## src/hdl/dhrd_cfg.svh

```systemverilog
// Constants for the disk host register decode block
`ifndef DHRD_CFG_SVH
`define DHRD_CFG_SVH

// Register addresses on DA(2:0)
`define DHRD_CTRL_DA 3'h6
`define DHRD_DEVHEAD_DA 3'h6
`define DHRD_CMD_DA 3'h7

// Field positions
`define DHRD_HOB_BIT 7
`define DHRD_SRST_BIT 2
`define DHRD_NIEN_BIT 1
`define DHRD_DEV_BIT 4

// Reset value and status read padding
`define DHRD_DEVHEAD_RST 8'h00
`define DHRD_STATUS_PAD 8'h00

// Command code of DEVICE RESET (plain default, override if needed)
`define DHRD_DEVRST_CODE 8'h08

// Pin vector layout after synchronisation
`define DHRD_PIN_W 24
`define DHRD_PIN_IDLE 24'hC70000
`define DHRD_P_CS0 23
`define DHRD_P_CS1 22
`define DHRD_P_DA_HI 21
`define DHRD_P_DA_LO 19
`define DHRD_P_DMACK 18
`define DHRD_P_RD 17
`define DHRD_P_WR 16

`endif

```

## src/hdl/dhrd_pkg.sv

```systemverilog
// Types and decode function for the disk host register decode block
package dhrd_pkg;
`include "dhrd_cfg.svh"

    typedef enum logic [2:0] {
        SEL_NONE, SEL_CTRL, SEL_DEVHEAD, SEL_CMD, SEL_OTHER
    } dhrd_sel_e;

    typedef enum logic [1:0] {ACC_IDLE, ACC_READ, ACC_WRITE} dhrd_acc_e;

    // Select and address to target register; illegal combinations give none
    function automatic dhrd_sel_e dhrd_decode(input logic cs0_n,
                                              input logic cs1_n,
                                              input logic [2:0] da);
        dhrd_sel_e s;
        s = SEL_NONE;
        if (!cs0_n && cs1_n) begin
            if (da == `DHRD_CMD_DA) begin
                s = SEL_CMD;
            end else if (da == `DHRD_DEVHEAD_DA) begin
                s = SEL_DEVHEAD;
            end else begin
                s = SEL_OTHER;
            end
        end else if (cs0_n && !cs1_n && da == `DHRD_CTRL_DA) begin
            s = SEL_CTRL;
        end
        return s;
    endfunction
endpackage

```

## src/hdl/dhrd_pin_if.sv

```systemverilog
// Synchronised host pins and strobe edge pulses
interface dhrd_pin_if;
    logic cs0_n;
    logic cs1_n;
    logic [2:0] da;
    logic dmack_n;
    logic [15:0] dd;
    logic rd_go;
    logic rd_end;
    logic wr_go;
    logic wr_end;
    modport sync (output cs0_n, cs1_n, da, dmack_n, dd,
                  output rd_go, rd_end, wr_go, wr_end);
    modport core (input cs0_n, cs1_n, da, dmack_n, dd,
                  input rd_go, rd_end, wr_go, wr_end);
endinterface

```

## src/hdl/dhrd_pin_sync.sv

```systemverilog
// Two-stage pin synchroniser with strobe edge detection
`include "dhrd_cfg.svh"
module dhrd_pin_sync
    import dhrd_pkg::*;
(
    input wire logic clk_sys,
    input wire logic reset,
    input wire logic cs0_n,
    input wire logic cs1_n,
    input wire logic [2:0] da,
    input wire logic dmack_n,
    input wire logic dior_n,
    input wire logic diow_n,
    input wire logic [15:0] dd_in,
    dhrd_pin_if.sync pins
);
    logic [`DHRD_PIN_W-1:0] meta;
    logic [`DHRD_PIN_W-1:0] stab;
    logic rd_prev;
    logic wr_prev;

    always_ff @(posedge clk_sys) begin
        if (reset) begin
            meta <= `DHRD_PIN_IDLE;
            stab <= `DHRD_PIN_IDLE;
        end else begin
            meta <= {cs0_n, cs1_n, da, dmack_n, dior_n, diow_n, dd_in};
            stab <= meta;
        end
    end

    always_ff @(posedge clk_sys) begin
        if (reset) begin
            rd_prev <= 1'b1;
            wr_prev <= 1'b1;
        end else begin
            rd_prev <= stab[`DHRD_P_RD];
            wr_prev <= stab[`DHRD_P_WR];
        end
    end

    assign pins.cs0_n = stab[`DHRD_P_CS0];
    assign pins.cs1_n = stab[`DHRD_P_CS1];
    assign pins.da = stab[`DHRD_P_DA_HI:`DHRD_P_DA_LO];
    assign pins.dmack_n = stab[`DHRD_P_DMACK];
    assign pins.dd = stab[15:0];
    // One pulse per strobe edge, so each assertion is acted on once
    assign pins.rd_go = rd_prev & ~stab[`DHRD_P_RD];
    assign pins.rd_end = ~rd_prev & stab[`DHRD_P_RD];
    assign pins.wr_go = wr_prev & ~stab[`DHRD_P_WR];
    assign pins.wr_end = ~wr_prev & stab[`DHRD_P_WR];
endmodule

```

## src/hdl/dhrd_top.sv

```systemverilog
// Host register decode of a parallel disk interface, device end
// Operation
// - Sleep control write updates only software reset
// - Sleep keeps DMA request released always
// - Sleep device/head write stores only select bit, and only with device reset implemented
// - Sleep command write ignored except device reset
// - Sleep ignores reads and other addresses
// - Invalid selects: bus released, strobes ignored
// - Control select valid only at address 6h
// - Selected when select bit equals device number
// - Control address reads alternate, writes control
// - Alternate status mirrors status, keeps interrupt
// - Command address reads return status
// - Sleep command ignored unless packet device reset
// - Command write starts, captures parameters, clears interrupt
// - Control block holds only control, alternate status
// - Device select at device/head bit 4
// - Software reset at control bit 2
`include "dhrd_cfg.svh"
module dhrd_top
    import dhrd_pkg::*;
(
    input wire logic clk_sys,
    input wire logic reset,
    input wire logic cs0_n,
    input wire logic cs1_n,
    input wire logic [2:0] da,
    input wire logic dior_n,
    input wire logic diow_n,
    input wire logic dmack_n,
    input wire logic [15:0] dd_in,
    output logic [15:0] dd_out,
    output logic dd_oe,
    output logic dmarq_out,
    output logic dmarq_oe,
    input wire logic sleep_mode,
    input wire logic dev_num,
    input wire logic devreset_impl,
    input wire logic [7:0] status_in,
    output logic srst,
    output logic nien,
    output logic hob,
    output logic [7:0] devhead,
    output logic cmd_strobe,
    output logic [7:0] cmd_code,
    output logic [7:0] param_devhead,
    output logic intrq_clear,
    output logic dev_reset_req
);
    dhrd_pin_if pins ();

    dhrd_pin_sync u_sync (
        .clk_sys(clk_sys),
        .reset(reset),
        .cs0_n(cs0_n),
        .cs1_n(cs1_n),
        .da(da),
        .dmack_n(dmack_n),
        .dior_n(dior_n),
        .diow_n(diow_n),
        .dd_in(dd_in),
        .pins(pins)
    );

    ////////////////////////////////////////////////////////////////////////
    // Decode at strobe assertion
    dhrd_acc_e acc;
    dhrd_sel_e acc_sel;
    dhrd_sel_e sel_now;
    logic selected;
    logic rd_ok;
    logic commit;
    logic [7:0] wdata;

    assign sel_now = dhrd_decode(pins.cs0_n, pins.cs1_n, pins.da);
    assign selected = (devhead[`DHRD_DEV_BIT] == dev_num);
    // Only status images are readable here; asleep nothing is
    assign rd_ok = !sleep_mode && selected
                   && (sel_now == SEL_CTRL || sel_now == SEL_CMD);
    assign commit = (acc == ACC_WRITE) && pins.wr_end;
    assign wdata = pins.dd[7:0];

    always_ff @(posedge clk_sys) begin
        if (reset) begin
            acc <= ACC_IDLE;
            acc_sel <= SEL_NONE;
        end else begin
            case (acc)
                ACC_IDLE: begin
                    if (pins.rd_go) begin
                        acc <= ACC_READ;
                        acc_sel <= sel_now;
                    end else if (pins.wr_go) begin
                        acc <= ACC_WRITE;
                        acc_sel <= sel_now;
                    end
                end
                ACC_READ: begin
                    if (pins.rd_end) begin
                        acc <= ACC_IDLE;
                    end
                end
                ACC_WRITE: begin
                    if (pins.wr_end) begin
                        acc <= ACC_IDLE;
                    end
                end
                default: begin
                    acc <= ACC_IDLE;
                end
            endcase
        end
    end

    ////////////////////////////////////////////////////////////////////////
    // Read path: both addresses show the same status image
    always_ff @(posedge clk_sys) begin
        if (reset) begin
            dd_oe <= 1'b0;
            dd_out <= 16'h0000;
        end else if (acc == ACC_IDLE && pins.rd_go && rd_ok) begin
            dd_oe <= 1'b1;
            dd_out <= {`DHRD_STATUS_PAD, status_in};
        end else if (acc != ACC_READ || pins.rd_end) begin
            dd_oe <= 1'b0;
        end
    end

    // No DMA engine here, so the request line stays released
    always_ff @(posedge clk_sys) begin
        if (reset) begin
            dmarq_out <= 1'b0;
            dmarq_oe <= 1'b0;
        end else begin
            dmarq_out <= 1'b0;
            dmarq_oe <= 1'b0;
        end
    end

    ////////////////////////////////////////////////////////////////////////
    // Device Control, the only writable control block register
    always_ff @(posedge clk_sys) begin
        if (reset) begin
            srst <= 1'b0;
            nien <= 1'b0;
            hob <= 1'b0;
        end else if (commit && acc_sel == SEL_CTRL) begin
            srst <= wdata[`DHRD_SRST_BIT];
            if (!sleep_mode) begin
                nien <= wdata[`DHRD_NIEN_BIT];
                hob <= wdata[`DHRD_HOB_BIT];
            end
        end else if (commit && !sleep_mode && acc_sel != SEL_NONE) begin
            hob <= 1'b0;
        end
    end

    // Device/Head: both devices store it; asleep only DEV may change
    always_ff @(posedge clk_sys) begin
        if (reset) begin
            devhead <= `DHRD_DEVHEAD_RST;
        end else if (commit && acc_sel == SEL_DEVHEAD) begin
            if (!sleep_mode) begin
                devhead <= wdata;
            end else if (devreset_impl) begin
                devhead[`DHRD_DEV_BIT] <= wdata[`DHRD_DEV_BIT];
            end
        end
    end

    ////////////////////////////////////////////////////////////////////////
    // Command register and interrupt clear
    logic cmd_take;
    logic rst_take;
    assign cmd_take = commit && acc_sel == SEL_CMD && selected
                      && !sleep_mode;
    assign rst_take = commit && acc_sel == SEL_CMD && selected
                      && sleep_mode && devreset_impl
                      && wdata == `DHRD_DEVRST_CODE;

    always_ff @(posedge clk_sys) begin
        if (reset) begin
            cmd_strobe <= 1'b0;
            cmd_code <= 8'h00;
            param_devhead <= 8'h00;
        end else begin
            cmd_strobe <= cmd_take;
            if (cmd_take) begin
                cmd_code <= wdata;
                param_devhead <= devhead;
            end
        end
    end

    always_ff @(posedge clk_sys) begin
        if (reset) begin
            dev_reset_req <= 1'b0;
        end else begin
            dev_reset_req <= rst_take;
        end
    end

    // Status read and command write clear; alternate status read does not
    always_ff @(posedge clk_sys) begin
        if (reset) begin
            intrq_clear <= 1'b0;
        end else begin
            intrq_clear <= cmd_take
                || (acc == ACC_IDLE && pins.rd_go && rd_ok
                    && sel_now == SEL_CMD);
        end
    end

    ////////////////////////////////////////////////////////////////////////
    // Checks
    logic rd_start;
    assign rd_start = acc == ACC_IDLE && pins.rd_go;

    property p_dmarq_rel;
        @(posedge clk_sys) disable iff (reset)
        sleep_mode && pins.dmack_n |=> !dmarq_oe;
    endproperty
    a_dmarq_rel: assert property (p_dmarq_rel)
        else $error("request line driven in sleep");

    property p_sleep_ctrl;
        @(posedge clk_sys) disable iff (reset)
        sleep_mode && commit && acc_sel == SEL_CTRL |=>
            srst == $past(wdata[`DHRD_SRST_BIT]) && $stable(nien)
            && $stable(hob);
    endproperty
    a_sleep_ctrl: assert property (p_sleep_ctrl)
        else $error("sleep control write touched more than reset bit");

    property p_sleep_devhead;
        @(posedge clk_sys) disable iff (reset)
        sleep_mode && devreset_impl && commit && acc_sel == SEL_DEVHEAD
        |=> devhead[7:5] == $past(devhead[7:5])
            && devhead[3:0] == $past(devhead[3:0])
            && devhead[`DHRD_DEV_BIT] == $past(wdata[`DHRD_DEV_BIT]);
    endproperty
    a_sleep_devhead: assert property (p_sleep_devhead)
        else $error("sleep device/head write wrong");

    property p_sleep_cmd;
        @(posedge clk_sys) disable iff (reset)
        sleep_mode && commit && acc_sel == SEL_CMD |=>
            !cmd_strobe && (dev_reset_req == ($past(devreset_impl)
            && $past(selected) && $past(wdata) == `DHRD_DEVRST_CODE));
    endproperty
    a_sleep_cmd: assert property (p_sleep_cmd)
        else $error("sleep command write handled wrongly");

    property p_sleep_read;
        @(posedge clk_sys) disable iff (reset)
        rd_start && sleep_mode |=> !dd_oe [*2];
    endproperty
    a_sleep_read: assert property (p_sleep_read)
        else $error("read answered in sleep");

    property p_invalid;
        @(posedge clk_sys) disable iff (reset)
        rd_start && (pins.cs0_n == pins.cs1_n
            || (pins.cs0_n && pins.da != `DHRD_CTRL_DA)) |=> !dd_oe;
    endproperty
    a_invalid: assert property (p_invalid)
        else $error("bus driven on invalid address");

    property p_cmd_sel;
        @(posedge clk_sys) disable iff (reset)
        cmd_strobe |-> param_devhead[`DHRD_DEV_BIT] == dev_num
            && intrq_clear && param_devhead == devhead;
    endproperty
    a_cmd_sel: assert property (p_cmd_sel)
        else $error("command taken while not selected");

    property p_alt_read;
        @(posedge clk_sys) disable iff (reset)
        rd_start && rd_ok && sel_now == SEL_CTRL |=>
            dd_oe && dd_out[7:0] == $past(status_in) && !intrq_clear;
    endproperty
    a_alt_read: assert property (p_alt_read)
        else $error("alternate status read wrong");

    property p_stat_read;
        @(posedge clk_sys) disable iff (reset)
        rd_start && rd_ok && sel_now == SEL_CMD |=>
            dd_oe && dd_out[7:0] == $past(status_in) && intrq_clear;
    endproperty
    a_stat_read: assert property (p_stat_read)
        else $error("command address read wrong");

    property p_release;
        @(posedge clk_sys) disable iff (reset)
        dd_oe && pins.rd_end |=> !dd_oe;
    endproperty
    a_release: assert property (p_release)
        else $error("bus held after strobe release");

    c_cmd: cover property (@(posedge clk_sys) cmd_strobe);
    c_devrst: cover property (@(posedge clk_sys) dev_reset_req);
    c_alt: cover property (@(posedge clk_sys)
        rd_start && rd_ok && sel_now == SEL_CTRL);
    c_srst: cover property (@(posedge clk_sys) sleep_mode && srst);
endmodule

```

## config.mk

```make
export PLATFORM = sky130hd
export DESIGN_NAME = dhrd_top
export DESIGN_NICKNAME = d
export VERILOG_FILES = /design/src/hdl/dhrd_pkg.sv /design/src/hdl/dhrd_pin_if.sv /design/src/hdl/dhrd_pin_sync.sv /design/src/hdl/dhrd_top.sv
export VERILOG_INCLUDE_DIRS = /design/src /design/src/hdl
export SDC_FILE = /design/constraint.sdc
export NUM_CORES = 1
export LEC_CHECK = 0
export BUFFER_PORTS_ARGS = -buffer_cell sky130_fd_sc_hd__buf_2
export CAP_MARGIN = 20
export CORE_AREA = 3 3 94 69
export DETAILED_ROUTE_END_ITERATION = 12
export DIE_AREA = 0 0 97 72
export GPL_TIMING_DRIVEN = 0
export PLACE_DENSITY = 0.82
export SLEW_MARGIN = 40
export SYNTH_ARGS = -nofsm -noshare
export SYNTH_HDL_FRONTEND = slang
export SYNTH_SLANG_ARGS = --single-unit
export TNS_END_PERCENT = 10
```

## constraint.sdc

```tcl
create_clock -name clk_sys -period 2.65 [get_ports clk_sys]
set_clock_uncertainty 0.1 [all_clocks]
set_input_delay 0.53 -clock clk_sys [delete_from_list [all_inputs] [get_ports clk_sys]]
set_output_delay 0.53 -clock clk_sys [all_outputs]
set_load 0.005 [all_outputs]
```

==> results of run 1 <==
worst reg2reg max path, delay by kind of cell (launching register included):
kind / cells / cell delay (ps)
AOI/OAI and AO/OA: 1 / 220
buffers and inverters: 2 / 360
DFF: 1 / 450
and+or+nand+nor: 3 / 950
stage by stage:
step	instances	setup WS (ps)	cell area (µm²)	power, mW	hold WS, ps
3_5_place_dp	435	334.4	3333	1.310	294.5
3_3_place_gp	435	358.8	3324	1.307	291.9
2_1_floorplan	294	651.6	2900	1.271	289.5
4_1_cts	451	494.2	3551	2.255	251.0
5_1_grt	451	376.8	3551	2.320	244.1
6_report	451	498.7	3551	2.237	264.0
layer usage:
| layer | track usage [%] | vias to the layer above |
|---|---|---|
| met5 | 0 | - |
| met4 | 4.361 | 0 |
| met3 | 9.126 | 6 |
| met2 | 24.08 | 77 |
| met1 | 21.64 | 968 |
| li1 | - | 1102 |
cell type report:
cell class / count / area share, %
Buffer: 27 / 4.405
Inverter: 3 / 0.3171
Clock buffer: 12 / 4.087
Sequential cell: 76 / 42.85
Timing Repair Buffer: 66 / 9.302
Tap cell: 75 / 2.643
Multi-Input combinational cell: 188 / 34.36
Clock inverter: 4 / 2.044
logic make-up (layout without fill, tap and decap cells):
family | count (synthesis) | after routing
and+or+nand+nor | 113 | 113
AOI/OAI and AO/OA | 44 | 44
muxes | 20 | 20
DFF | 76 | 76
buffers and inverters | 30 | 112
xor gates and xnor gates | 1 | 1
other | 1 | 10
power breakdown:
part / internal, mW / total, mW / switching, mW / leakage, nW
clock network: 0.555 / 0.953 / 0.397 / 0.107
logic: 0.0553 / 0.107 / 0.0516 / 0.743
registers: 1.17 / 1.18 / 0.0122 / 0.619
total: 1.78 / 2.24 / 0.461 / 1.47
cell usage after synthesis, types with 5 or more instances:
cell | count | share of area, %
nor3_1 | 5 | 0.87
or2_2 | 10 | 2.2
a21oi_1 | 10 | 1.7
nor2_1 | 9 | 1.2
mux2i_1 | 20 | 7.0
nand2_1 | 6 | 0.79
o21ai_0 | 28 | 4.9
buf_4 | 10 | 2.6
nor2b_1 | 34 | 7.4
or3b_2 | 7 | 2.1
clkbuf_1 | 13 | 1.7
nand2b_1 | 29 | 6.3
dfxtp_1 | 76 | 53
worst min path at each step:
| stage | from | to | slack, ps | cells after the start |
|---|---|---|---|---|
| finish | cs0_n | u_sync.meta[23] | 260 | 2 |
| global route | diow_n | u_sync.meta[16] | 240 | 2 |
| global placement | u_sync.meta[17] | u_sync.stab[17] | 290 | 1 |
| CTS | diow_n | u_sync.meta[16] | 250 | 2 |
| floorplan | u_sync.meta[16] | u_sync.stab[16] | 290 | 1 |
| detailed placement | u_sync.meta[16] | u_sync.stab[16] | 290 | 1 |
sequential cells by signal, indices dropped and copies added, names as in the netlist:
name            count
u_sync.meta        15
u_sync.stab        15
cmd_code            8
dd_out              8
devhead             8
param_devhead       8
acc_sel             3
acc                 2
cmd_strobe          1
dd_oe               1
dev_reset_req       1
hob                 1
intrq_clear         1
nien                1
srst                1
u_sync.rd_prev      1
u_sync.wr_prev      1
==> results.tsv, run 1 <==
stage	metric	value	unit
status	status	complete, no violations	
clocking	H-Tree Level Count	3	
grt	initial antenna violation count	0	
sta	Slew Limit Fails	0	
clocking	# hold bufs at CTS	0	
floorplan	chip width	97	µm
synth	Synth Register Bits	76	
synth	Compound-Gate Fraction of Synth Area	8.381	%
floorplan	placement row count	23	
worst_setup_path	Register-to-Register Setup Slack	500	ps
pwr	P_leak	1.469	nW
sta	Final Cycle Share	81.18	%
clocking	post-CTS setup buffers	0	
synth	Synth Area in XOR/XNOR	0.3055	%
worst_setup_path	Worst setup SP type	flip-flop	
routing	First-pass DRT Iterations	4	
synth	post-synthesis mux area share	6.984	%
job	Max Cap Viol	0	
synth	Synth Area in Adders	0	%
place	routability cong.	0.8507	
clocking	root buf cell	clkbuf_8	
grt	largest net degree at the start of global routing	13	
grt	Overflow after GRT	0	
routing	DRC Markers	0	
final_layout	# diodes	0	
worst_setup_path	Crit-path slowest cell	or4b_4	
final_layout	commonest non-fill, non-tap cells in the layout	76 x dfxtp_1, 68 x buf_2, 34 x nor2b_1	
floorplan	Starting Density	50.56	%
synth	post-synthesis sequential area ratio	53.08	%
routing	remaining antenna violation count	0	
worst_setup_path	crit path kind	reg2reg	
clocking	clk buf depth	2	
worst_setup_path	data arrival time of the critical path	2310	ps
worst_setup_path	R2R Path End	cmd_code[4]	
final_layout	layout cells sized above 1	30.59	%
synth	cell count after synthesis	285	
floorplan	# IOs	86	
routing	vias per cell	4.774	
routing	Initial DRC Count	100	
synth	Post-synth ARST share	0	%
routing	WL/cell	12.80	µm
final_layout	final design utilization	62.64	%
final_layout	Synth-to-Final Area Change	23.88	%
routing	Vias	2153	
routing	M1 wire length	2751	µm
worst_hold_path	hold crit path type	in2reg	
final_layout	area occupied by multi-input gates	0.001220	mm²
worst_setup_path	largest fanout on the critical path	10	
sta	final setup fails	0	
worst_setup_path	CP endpoint	cmd_code[4]	
floorplan	die area	0.006984	mm²
routing	met2 wire length	2409	µm
pwr	VDD IR max	0.3697	mV
sta	minimum clock period	2151	ps
synth	synthesis warning total	0	
worst_setup_path	endpoint class of the critical path	flip-flop	
floorplan	core outline area	0.005669	mm²
clocking	Sink Count	76	
clocking	Worst-path clk slew	70	ps
floorplan	Die H	72	µm
worst_setup_path	crit path from	acc[1]	
worst_setup_path	Buf/Inv on CP	2	
clocking	CTS tree	done	
sta	RSZ-0062 raised after global routing	no	
place	DP Wirelength	4219	µm
clocking	cts repair resizes	0	
sta	Rel. slew slack	52.20	%
routing	met3 routed WL	549	µm
place	Port Buf Inserts	66	
worst_setup_path	WP depth	6	
synth	largest family of logic cells by synthesized area	simple AND/OR/NAND/NOR gates	
sta	setup TNS	0	ps
synth	Netlist cell types	35	
sta	Worst-Margin Slew	711.7	ps
synth	EDFF count, synth	0	
final_layout	Layout Nets	408	
sta	Fmax	464.8	MHz
clocking	Clock Latency Late Sink	350	ps
routing	Highest Signal Layer	met4	
pwr	pwr/cell area	629.9	mW/mm²
grt	GRT Total Usage	16.63	%
synth	main flop type after synthesis	dfxtp_1	
sta	endpoints failing hold	0	
grt	vias in the first global route	1994	
worst_setup_path	max incr delay on CP	550	ps
clocking	CTS buffer count	9	
worst_setup_path	delay-heaviest family, CP	simple AND/OR/NAND/NOR gates	
final_layout	Layout fillers	495	
worst_setup_path	R2R depth	6	
worst_setup_path	Crit path required time	2810	ps
synth	post-synthesis simple-gate area fraction	25.27	%
routing	WL final	5774	µm
grt	first-pass GRT wire length	9252	µm
worst_setup_path	Reg2Reg Launch Point	acc[1]	
worst_setup_path	worst path cell trace	nand4bb_4 -> or4b_4 -> buf_6 -> or2_0 -> clkbuf_1 -> o21ai_0	
synth	synthesized area per cell	10.06	µm²
final_layout	most common cell after layout, fill and taps aside	dfxtp_1	
synth	synthesized area	0.002866	mm²
final_layout	Register Area	0.001521	mm²
(Power assumes the default switching activity.)
==> inputs of run 2 (changes only) <==
--- a/config.mk
+++ b/config.mk
@@ -6,13 +6,14 @@
 export SDC_FILE = /design/constraint.sdc
 export NUM_CORES = 1
 export LEC_CHECK = 0
+export ABC_AREA = 1
 export BUFFER_PORTS_ARGS = -buffer_cell sky130_fd_sc_hd__buf_2
 export CAP_MARGIN = 20
-export CORE_AREA = 3 3 94 69
+export CORE_AREA = 3 3 96 70
 export DETAILED_ROUTE_END_ITERATION = 12
-export DIE_AREA = 0 0 97 72
+export DIE_AREA = 0 0 99 73
 export GPL_TIMING_DRIVEN = 0
-export PLACE_DENSITY = 0.82
+export PLACE_DENSITY = 0.81
 export SLEW_MARGIN = 40
 export SYNTH_ARGS = -nofsm -noshare
 export SYNTH_HDL_FRONTEND = slang
==> constraint.sdc (replaced) <==
create_clock -name clk_sys -period 2.1 [get_ports clk_sys]
set_clock_uncertainty 0.1 [all_clocks]
set_input_delay 0.42 -clock clk_sys [delete_from_list [all_inputs] [get_ports clk_sys]]
set_output_delay 0.42 -clock clk_sys [all_outputs]
set_load 0.005 [all_outputs]
==> run 2 against run 1 <==
Core utilization decreased by 0.19 points. Clock power up 14%. Count of clock-buffer cells in the layout rose by 1. Die area up 3.5%. Power increased by 24%. Routed wire length grew 9.1%. Largest power group unchanged. Maximum frequency up 38%. Synthesized cell count rose by 40%. Cell count up 25%. Highest routed layer unchanged.
==> results.tsv, run 2 <==
stage	metric	value	unit	change
routing	Initial DRC Count	143		was 100
synth	commonest cells in the netlist	96 x nor2_1, 76 x dfxtp_1, 70 x nand2_1, 64 x inv_1, 18 x nand3_1		was 76 x dfxtp_1, 34 x nor2b_1, 29 x nand2b_1, 28 x o21ai_0, 20 x mux2i_1
worst_setup_path	R2R depth	6		unchanged
synth	synthesis warning total	0		unchanged
worst_hold_path	hold crit path type	in2reg		unchanged
status	status	complete, no violations		unchanged
grt	met3 Usage GRT	8.118	%	was 9.126%
clocking	CTS tree	done		unchanged
sta	Fmax	641.1	MHz	was 464.8 MHz
pwr	clock share of power	39.3	%	was 42.6%
final_layout	Layout Nets	522		was 408
sta	Rel. slew slack	66.66	%	was 52.20%
worst_setup_path	Register-to-Register Setup Slack	540	ps	was 500 ps
final_layout	# diodes	0		unchanged
routing	vias per cell	4.545		was 4.774
floorplan	Starting Density	51.16	%	was 50.56%
sta	Final Cycle Share	74.27	%	was 81.18%
worst_setup_path	Crit path top cell by count	nor2_1		
place	Port Buf Inserts	66		unchanged
worst_setup_path	crit path kind	reg2reg		unchanged
sta	RSZ-0062 raised after global routing	no		unchanged
worst_setup_path	Crit-path slowest cell	dfxtp_1		was or4b_4
clocking	clk buf depth	2		unchanged
grt	initial antenna violation count	0		unchanged
grt	grt peak-use layer	met2		unchanged
floorplan	die area	0.007227	mm²	was 0.006984 mm²
floorplan	chip width	99	µm	was 97 µm
worst_hold_path	min-delay src	cs1_n		was cs0_n
synth	largest cells by area after synthesis	dfxtp_1 51%, nor2_1 12%, nand2_1 8.9%		was dfxtp_1 53%, nor2b_1 7.4%, mux2i_1 7.0%
final_layout	Regs by FF count	u_sync.meta (15), u_sync.stab (15)		unchanged
synth	synthesized area per cell	7.416	µm²	was 10.06 µm²
final_layout	final design utilization	62.45	%	was 62.64%
pwr	pwr/cell area	765.1	mW/mm²	was 629.9 mW/mm²
routing	WL/cell	11.15	µm	was 12.80 µm
floorplan	placement row count	23		unchanged
grt	first-pass GRT wire length	10410	µm	was 9252 µm
worst_setup_path	worst path cell trace	nand2_2 -> nor2_8 -> nand4_4 -> buf_2 -> nor2_1 -> nor2_1		was nand4bb_4 -> or4b_4 -> buf_6 -> or2_0 -> clkbuf_1 -> o21ai_0
worst_setup_path	Crit path required time	2240	ps	was 2810 ps
grt	grt met2 use	30.21	%	was 24.08%
sta	hold_ws	150.4	ps	was 264.0 ps
place	DP Wirelength	4659	µm	was 4219 µm
worst_setup_path	endpoint class of the critical path	flip-flop		unchanged
synth	cell count after synthesis	399		was 285
worst_setup_path	R2R Path End	cmd_code[1]		was cmd_code[4]
routing	remaining antenna violation count	0		unchanged
pwr	P_leak	1.969	nW	was 1.469 nW
sta	setup TNS	0	ps	unchanged
synth	Netlist cell types	26		was 35
synth	Yosys top cell area share	51.42	%	was 53.08%
clocking	Sink Count	76		unchanged
worst_setup_path	Reg2Reg Launch Point	acc[1]		unchanged
synth	area leader, netlist	dfxtp_1		unchanged
worst_setup_path	Worst setup SP type	flip-flop		unchanged
routing	DRC Markers	0		unchanged
floorplan	core outline area	0.005784	mm²	was 0.005669 mm²
routing	WL final	6298	µm	was 5774 µm
floorplan	Die H	73	µm	was 72 µm
routing	First-pass DRT Iterations	5		was 4
final_layout	commonest non-fill, non-tap cells in the layout	96 x nor2_1, 76 x dfxtp_1, 70 x nand2_1		was 76 x dfxtp_1, 68 x buf_2, 34 x nor2b_1
place	area post-placement	0.003417	mm²	was 0.003333 mm²
grt	GRT Total Usage	18.50	%	was 16.63%
pwr	VDD IR max	0.5595	mV	was 0.3697 mV
worst_setup_path	largest fanout on the critical path	10		unchanged
clocking	Clock Latency Late Sink	340	ps	was 350 ps
synth	most common cell in the synthesized netlist	nor2_1		was dfxtp_1
clocking	post-CTS setup buffers	0		unchanged
synth	main flop type after synthesis	dfxtp_1		unchanged
pwr	sequential power share	54.3	%	was 52.6%
pwr	net switching power	0.6295	mW	was 0.4611 mW
worst_hold_path	hold depth	2		unchanged
synth	Synth Register Bits	76		unchanged
final_layout	most common cell after layout, fill and taps aside	nor2_1		was dfxtp_1
synth	post-synthesis sequential area ratio	51.42	%	was 53.08%
worst_setup_path	max incr delay on CP	420	ps	was 550 ps
sta	Worst-Margin Slew	496.2	ps	was 711.7 ps
sta	minimum clock period	1560	ps	was 2151 ps
grt	GRT met1 Usage	22.45	%	was 21.64%
place	routability cong.	0.8770		was 0.8507
clocking	CTS buffer count	9		unchanged
sta	final setup fails	0		unchanged
routing	Vias	2568		was 2153
clocking	cts repair resizes	0		unchanged
clocking	Worst-path clk slew	70	ps	about the same
pwr	power share of the combinational group	6.3	%	was 4.8%
worst_setup_path	data arrival time of the critical path	1700	ps	was 2310 ps
grt	vias in the first global route	2329		was 1994
grt	Overflow after GRT	0		unchanged
clocking	# hold bufs at CTS	0		unchanged
synth	synthesized area	0.002959	mm²	was 0.002866 mm²
clocking	H-Tree Level Count	3		unchanged
sta	endpoints failing hold	0		unchanged
synth	Post-synth ARST share	0	%	unchanged
clocking	root buf cell	clkbuf_8		unchanged
floorplan	# IOs	86		unchanged
job	Max Cap Viol	0		unchanged
pwr	Int Pwr	2.134	mW	was 1.776 mW
synth	EDFF count, synth	0		unchanged
final_layout	fin area	0.003612	mm²	was 0.003551 mm²
final_layout	Synth-to-Final Area Change	22.07	%	was 23.88%
pwr	Sw Ratio	22.78	%	was 20.62%
final_layout	layout cells sized above 1	23.47	%	was 30.59%
grt	largest net degree at the start of global routing	13		unchanged
sta	Slew Limit Fails	0		unchanged
worst_hold_path	Worst Hold End	u_sync.meta[22]		was u_sync.meta[23]
[run 2: changes by cell type in the layout (fill, tap and decap cells not counted), moves of 3 or more]
cell | before | now
clkbuf_1 | 15 | 9
a21oi_1 | 10 | 13
nand2b_1 | 29 | 0
nand3_1 | 1 | 18
o21ai_0 | 28 | 11
nand2_1 | 6 | 70
inv_1 | 3 | 64
nor2_1 | 9 | 96
mux2i_1 | 20 | 0
or3b_2 | 7 | 0
nor2b_1 | 34 | 0
[run 2: layer usage]
metal	vias to the layer above	share of wire [%]
met5	-	0
met4	0	1.2
met3	10	11
met2	113	42
met1	1102	46
li1	1343	-
[run 2: power by group through the flow]
stage	Sequential (mW)	Combinational (mW)	Clock [mW]
3_3_place_gp	1.53	0.168	0
4_1_cts	1.50	0.174	1.11
3_5_place_dp	1.53	0.172	0
6_report	1.50	0.175	1.09
5_1_grt	1.51	0.200	1.18
2_1_floorplan	1.53	0.123	0
[run 2: logic make-up (layout without fill, tap and decap cells)]
kind of cell | after synthesis | in the layout | synth area share, %
AOI/OAI and AO/OA | 26 | 26 | 4.567
other | 1 | 10 | 0.1267
DFF | 76 | 76 | 51.42
buffers and inverters | 88 | 170 | 13.45
and+or+nand+nor | 208 | 208 | 30.44
[run 2: layout make-up]
class | instances | area [µm²]
fill | 527 | 2172
tap | 75 | 93.84
clock buffer | 13 | 148.9
buffer | 23 | 153.9
clock inverter | 3 | 46.29
multi-input combinational | 244 | 1074
timing repair buffer | 66 | 330.3
inverter | 65 | 244.0
sequential | 76 | 1521
[run 2: worst max-delay path, delay by kind of cell (launching register included)]
family,cells,cell delay (ps)
and+or+nand+nor,5,660
buffers and inverters,1,260
DFF,1,420
[run 2: stage by stage]
stage	setup slack, ps	total power [mW]	std cells
after global placement	373.4	1.701	549
final	540.3	2.764	565
after global routing	404.0	2.885	565
after floorplan	722.0	1.650	408
after CTS	540.8	2.789	565
after detailed placement	366.2	1.707	549
[run 2: worst max path at each step]
stage / start / to / slack, ps / depth (start not counted)
finish: acc[1] / cmd_code[1] / 540 / 6
global route: acc[1] / cmd_code[1] / 400 / 6
CTS: acc[1] / cmd_code[1] / 540 / 6
detailed placement: reset / acc[1] / 370 / 6
global placement: reset / acc[1] / 370 / 6
floorplan: sleep_mode / intrq_clear / 720 / 6
==> inputs of run 3 (changes only) <==
--- a/config.mk
+++ b/config.mk
@@ -6,14 +6,14 @@
 export SDC_FILE = /design/constraint.sdc
 export NUM_CORES = 1
 export LEC_CHECK = 0
-export ABC_AREA = 1
+export ABC_AREA = 0
 export BUFFER_PORTS_ARGS = -buffer_cell sky130_fd_sc_hd__buf_2
 export CAP_MARGIN = 20
-export CORE_AREA = 3 3 96 70
+export CORE_AREA = 3 3 94 69
 export DETAILED_ROUTE_END_ITERATION = 12
-export DIE_AREA = 0 0 99 73
+export DIE_AREA = 0 0 97 72
 export GPL_TIMING_DRIVEN = 0
-export PLACE_DENSITY = 0.81
+export PLACE_DENSITY = 0.82
 export SLEW_MARGIN = 40
 export SYNTH_ARGS = -nofsm -noshare
 export SYNTH_HDL_FRONTEND = slang
==> constraint.sdc (replaced) <==
create_clock -name clk_sys -period 1.53 [get_ports clk_sys]
set_clock_uncertainty 0.1 [all_clocks]
set_input_delay 0.306 -clock clk_sys [delete_from_list [all_inputs] [get_ports clk_sys]]
set_output_delay 0.306 -clock clk_sys [all_outputs]
set_load 0.005 [all_outputs]
==> run 3 against run 2 <==
The flow now finishes with violations (negative setup slack). Register-to-register slack worse by 930 ps. Worst hold slack lost 100 ps. Setup slack lost 930 ps. Power rose by 33%. Count of clock-buffer cells in the layout unchanged. Cell count fell by 20%. Cell area up 1.1%. Critical path depth fell by 2. Sequential power increased by 36%. Non-clock buffer count up 6. Core utilization rose by 2.0 points. Largest cell class unchanged.
==> results.tsv, run 3 (synthesized netlist as in run 1, its figures left out) <==
stage	metric	value	unit	change
status	status	finished with violations		was complete, no violations
status	failing checks	negative setup slack		
clocking	# hold bufs at CTS	0		unchanged
worst_hold_path	Worst Hold End	u_sync.meta[22]		unchanged
routing	M1 wire length	2772	µm	was 2869 µm
routing	Vias	2170		was 2568
routing	Initial DRC Count	86		was 143
final_layout	Layout Nets	410		was 522
clocking	CTS tree	done		unchanged
final_layout	final std cells w/o fill	452		was 565
routing	First-pass DRT Iterations	4		was 5
final_layout	fin area	0.003652	mm²	was 0.003612 mm²
clocking	Sink Count	76		unchanged
worst_setup_path	largest fanout on the critical path	7		was 10
final_layout	Synth-to-Final Area Change	27.41	%	was 22.07%
job	Max Cap Viol	0		unchanged
grt	GRT Total Usage	16.25	%	was 18.50%
final_layout	layout cells sized above 1	36.60	%	was 23.47%
worst_setup_path	R2R depth	4		was 6
worst_setup_path	Register-to-Register Setup Slack	-390	ps	was 540 ps
floorplan	die area	0.006984	mm²	was 0.007227 mm²
final_layout	most common cell after layout, fill and taps aside	dfxtp_1		was nor2_1
grt	Overflow after GRT	0		unchanged
pwr	pwr/cell area	1007	mW/mm²	was 765.1 mW/mm²
worst_setup_path	Crit path required time	1700	ps	was 2240 ps
grt	vias in the first global route	1946		was 2329
floorplan	placement row count	23		unchanged
clocking	CTS buffer count	9		unchanged
place	Setup WS pre-CTS	-569.3	ps	was 366.2 ps
place	routability cong.	0.8499		was 0.8770
sta	minimum clock period	1918	ps	was 1560 ps
grt	first-pass GRT wire length	9108	µm	was 10410 µm
sta	Slew Limit Fails	0		unchanged
sta	RSZ-0062 raised after global routing	yes		was no
worst_setup_path	endpoint class of the critical path	flip-flop		unchanged
pwr	VDD IR max	0.6088	mV	was 0.5595 mV
routing	remaining antenna violation count	0		unchanged
sta	hold_ws	48.11	ps	was 150.4 ps
worst_hold_path	hold crit path type	in2reg		unchanged
final_layout	final design utilization	64.42	%	was 62.45%
final_layout	commonest non-fill, non-tap cells in the layout	70 x dfxtp_1, 66 x buf_2, 34 x nor2b_1		was 96 x nor2_1, 76 x dfxtp_1, 70 x nand2_1
place	area post-placement	0.003334	mm²	was 0.003417 mm²
worst_setup_path	Worst setup SP type	flip-flop		unchanged
pwr	total power	3.678	mW	was 2.764 mW
worst_setup_path	Reg2Reg Launch Point	acc_sel[2]		was acc[1]
sta	setup TNS	-8817	ps	was 0 ps
worst_setup_path	worst path cell trace	nand2b_1 -> or4b_4 -> or3b_2 -> a21oi_1		was nand2_2 -> nor2_8 -> nand4_4 -> buf_2 -> nor2_1 -> nor2_1
worst_setup_path	crit path kind	reg2reg		unchanged
clocking	H-Tree Level Count	3		unchanged
clocking	Clock Latency Late Sink	340	ps	about the same
sta	Rel. slew slack	54.76	%	was 66.66%
worst_setup_path	data arrival time of the critical path	2080	ps	was 1700 ps
worst_hold_path	hold depth	2		unchanged
floorplan	Starting Density	50.56	%	was 51.16%
floorplan	Die H	72	µm	was 73 µm
final_layout	# diodes	0		unchanged
worst_setup_path	max incr delay on CP	560	ps	was 420 ps
place	Port Buf Inserts	66		unchanged
routing	vias per cell	4.801		was 4.545
pwr	P_leak	1.487	nW	was 1.969 nW
worst_hold_path	min-delay src	cs1_n		unchanged
routing	met2 wire length	2375	µm	was 2674 µm
clocking	Worst-path clk slew	70	ps	about the same
sta	Final Cycle Share	125.4	%	was 74.27%
sta	final setup fails	37		was 0
worst_setup_path	delay-heaviest family, CP	simple AND/OR/NAND/NOR gates		unchanged
floorplan	# IOs	86		unchanged
routing	WL/cell	12.76	µm	was 11.15 µm
grt	largest net degree at the start of global routing	12		was 13
sta	Worst-Margin Slew	673.5	ps	was 496.2 ps
routing	WL final	5766	µm	was 6298 µm
sta	endpoints failing hold	0		unchanged
floorplan	core outline area	0.005669	mm²	was 0.005784 mm²
routing	DRC Markers	0		unchanged
clocking	root buf cell	clkbuf_8		unchanged
sta	Fmax	521.3	MHz	was 641.1 MHz
place	DP Wirelength	4107	µm	was 4659 µm
floorplan	chip width	97	µm	was 99 µm
worst_setup_path	Crit-path slowest cell	or4b_4		was dfxtp_1
grt	initial antenna violation count	0		unchanged
place	placed insts	435		was 549
final_layout	Regs by FF count	u_sync.meta (15), u_sync.stab (15)		unchanged
worst_setup_path	R2R Path End	cmd_code[7]		was cmd_code[1]
clocking	clk buf depth	2		unchanged
sta	worst setup margin	-388.2	ps	was 540.3 ps
routing	met3 routed WL	563	µm	was 676 µm
worst_setup_path	Buf/Inv on CP	0		was 1
routing	Highest Signal Layer	met4		unchanged
[run 3: cell types whose count changed in the layout (fill, tap and decap cells not counted), sizes merged, moves of 4 or more]
cell and delta:
a21oi -4, nor2b +34, nand2 -66, inv -62, nand2b +29, or3b +8
mux2i +20, clkbuf +6, nor2 -91, o21ai +17, nand3 -19
[run 3: worst max path at each step]
stage	slack (ps)	cells past startpoint	startpoint	endpoint
CTS	-450	5	acc[0]	cmd_code[1]
detailed placement	-570	6	u_sync.stab[16]	cmd_code[1]
finish	-390	4	acc_sel[2]	cmd_code[7]
floorplan	-400	6	u_sync.wr_prev	cmd_code[1]
global route	-430	4	u_sync.wr_prev	cmd_code[7]
global placement	-540	7	dev_num	cmd_code[1]
[run 3: layer usage]
layer	up-vias	GRT usage, %
li1	1113	-
met2	75	22.32
met3	7	7.877
met5	-	0
met1	975	22.44
met4	0	5.140
[run 3: final cells by class]
class	count	area, µm²
flip-flops and latches	76	1531
well taps	75	93.84
clock buffers	13	148.9
fillers	461	2017
repair buffers	70	360.3
clock inverters	2	35.03
plain buffers	25	153.9
multi-input cells	188	1318
inverters	3	11.26
[run 3: report_power, final]
group          switching, mW  internal [mW]
sequential            0.0209           2.02
clock                  0.651          0.789
combinational         0.0993         0.0997
[run 3: what timing repair did]
action	4_1_cts	5_1_grt
pin swaps	8	7
gates cloned	0	0
setup buffers	4	0
resized for setup	34	24
setup endpoints to repair	39	42
[run 3: worst register-to-register path, stage by stage (launching register included)]
cell and delay [ps]:
dfxtp_1 340, nand2b_1 220, or4b_4 560, or3b_2 480, a21oi_1 160
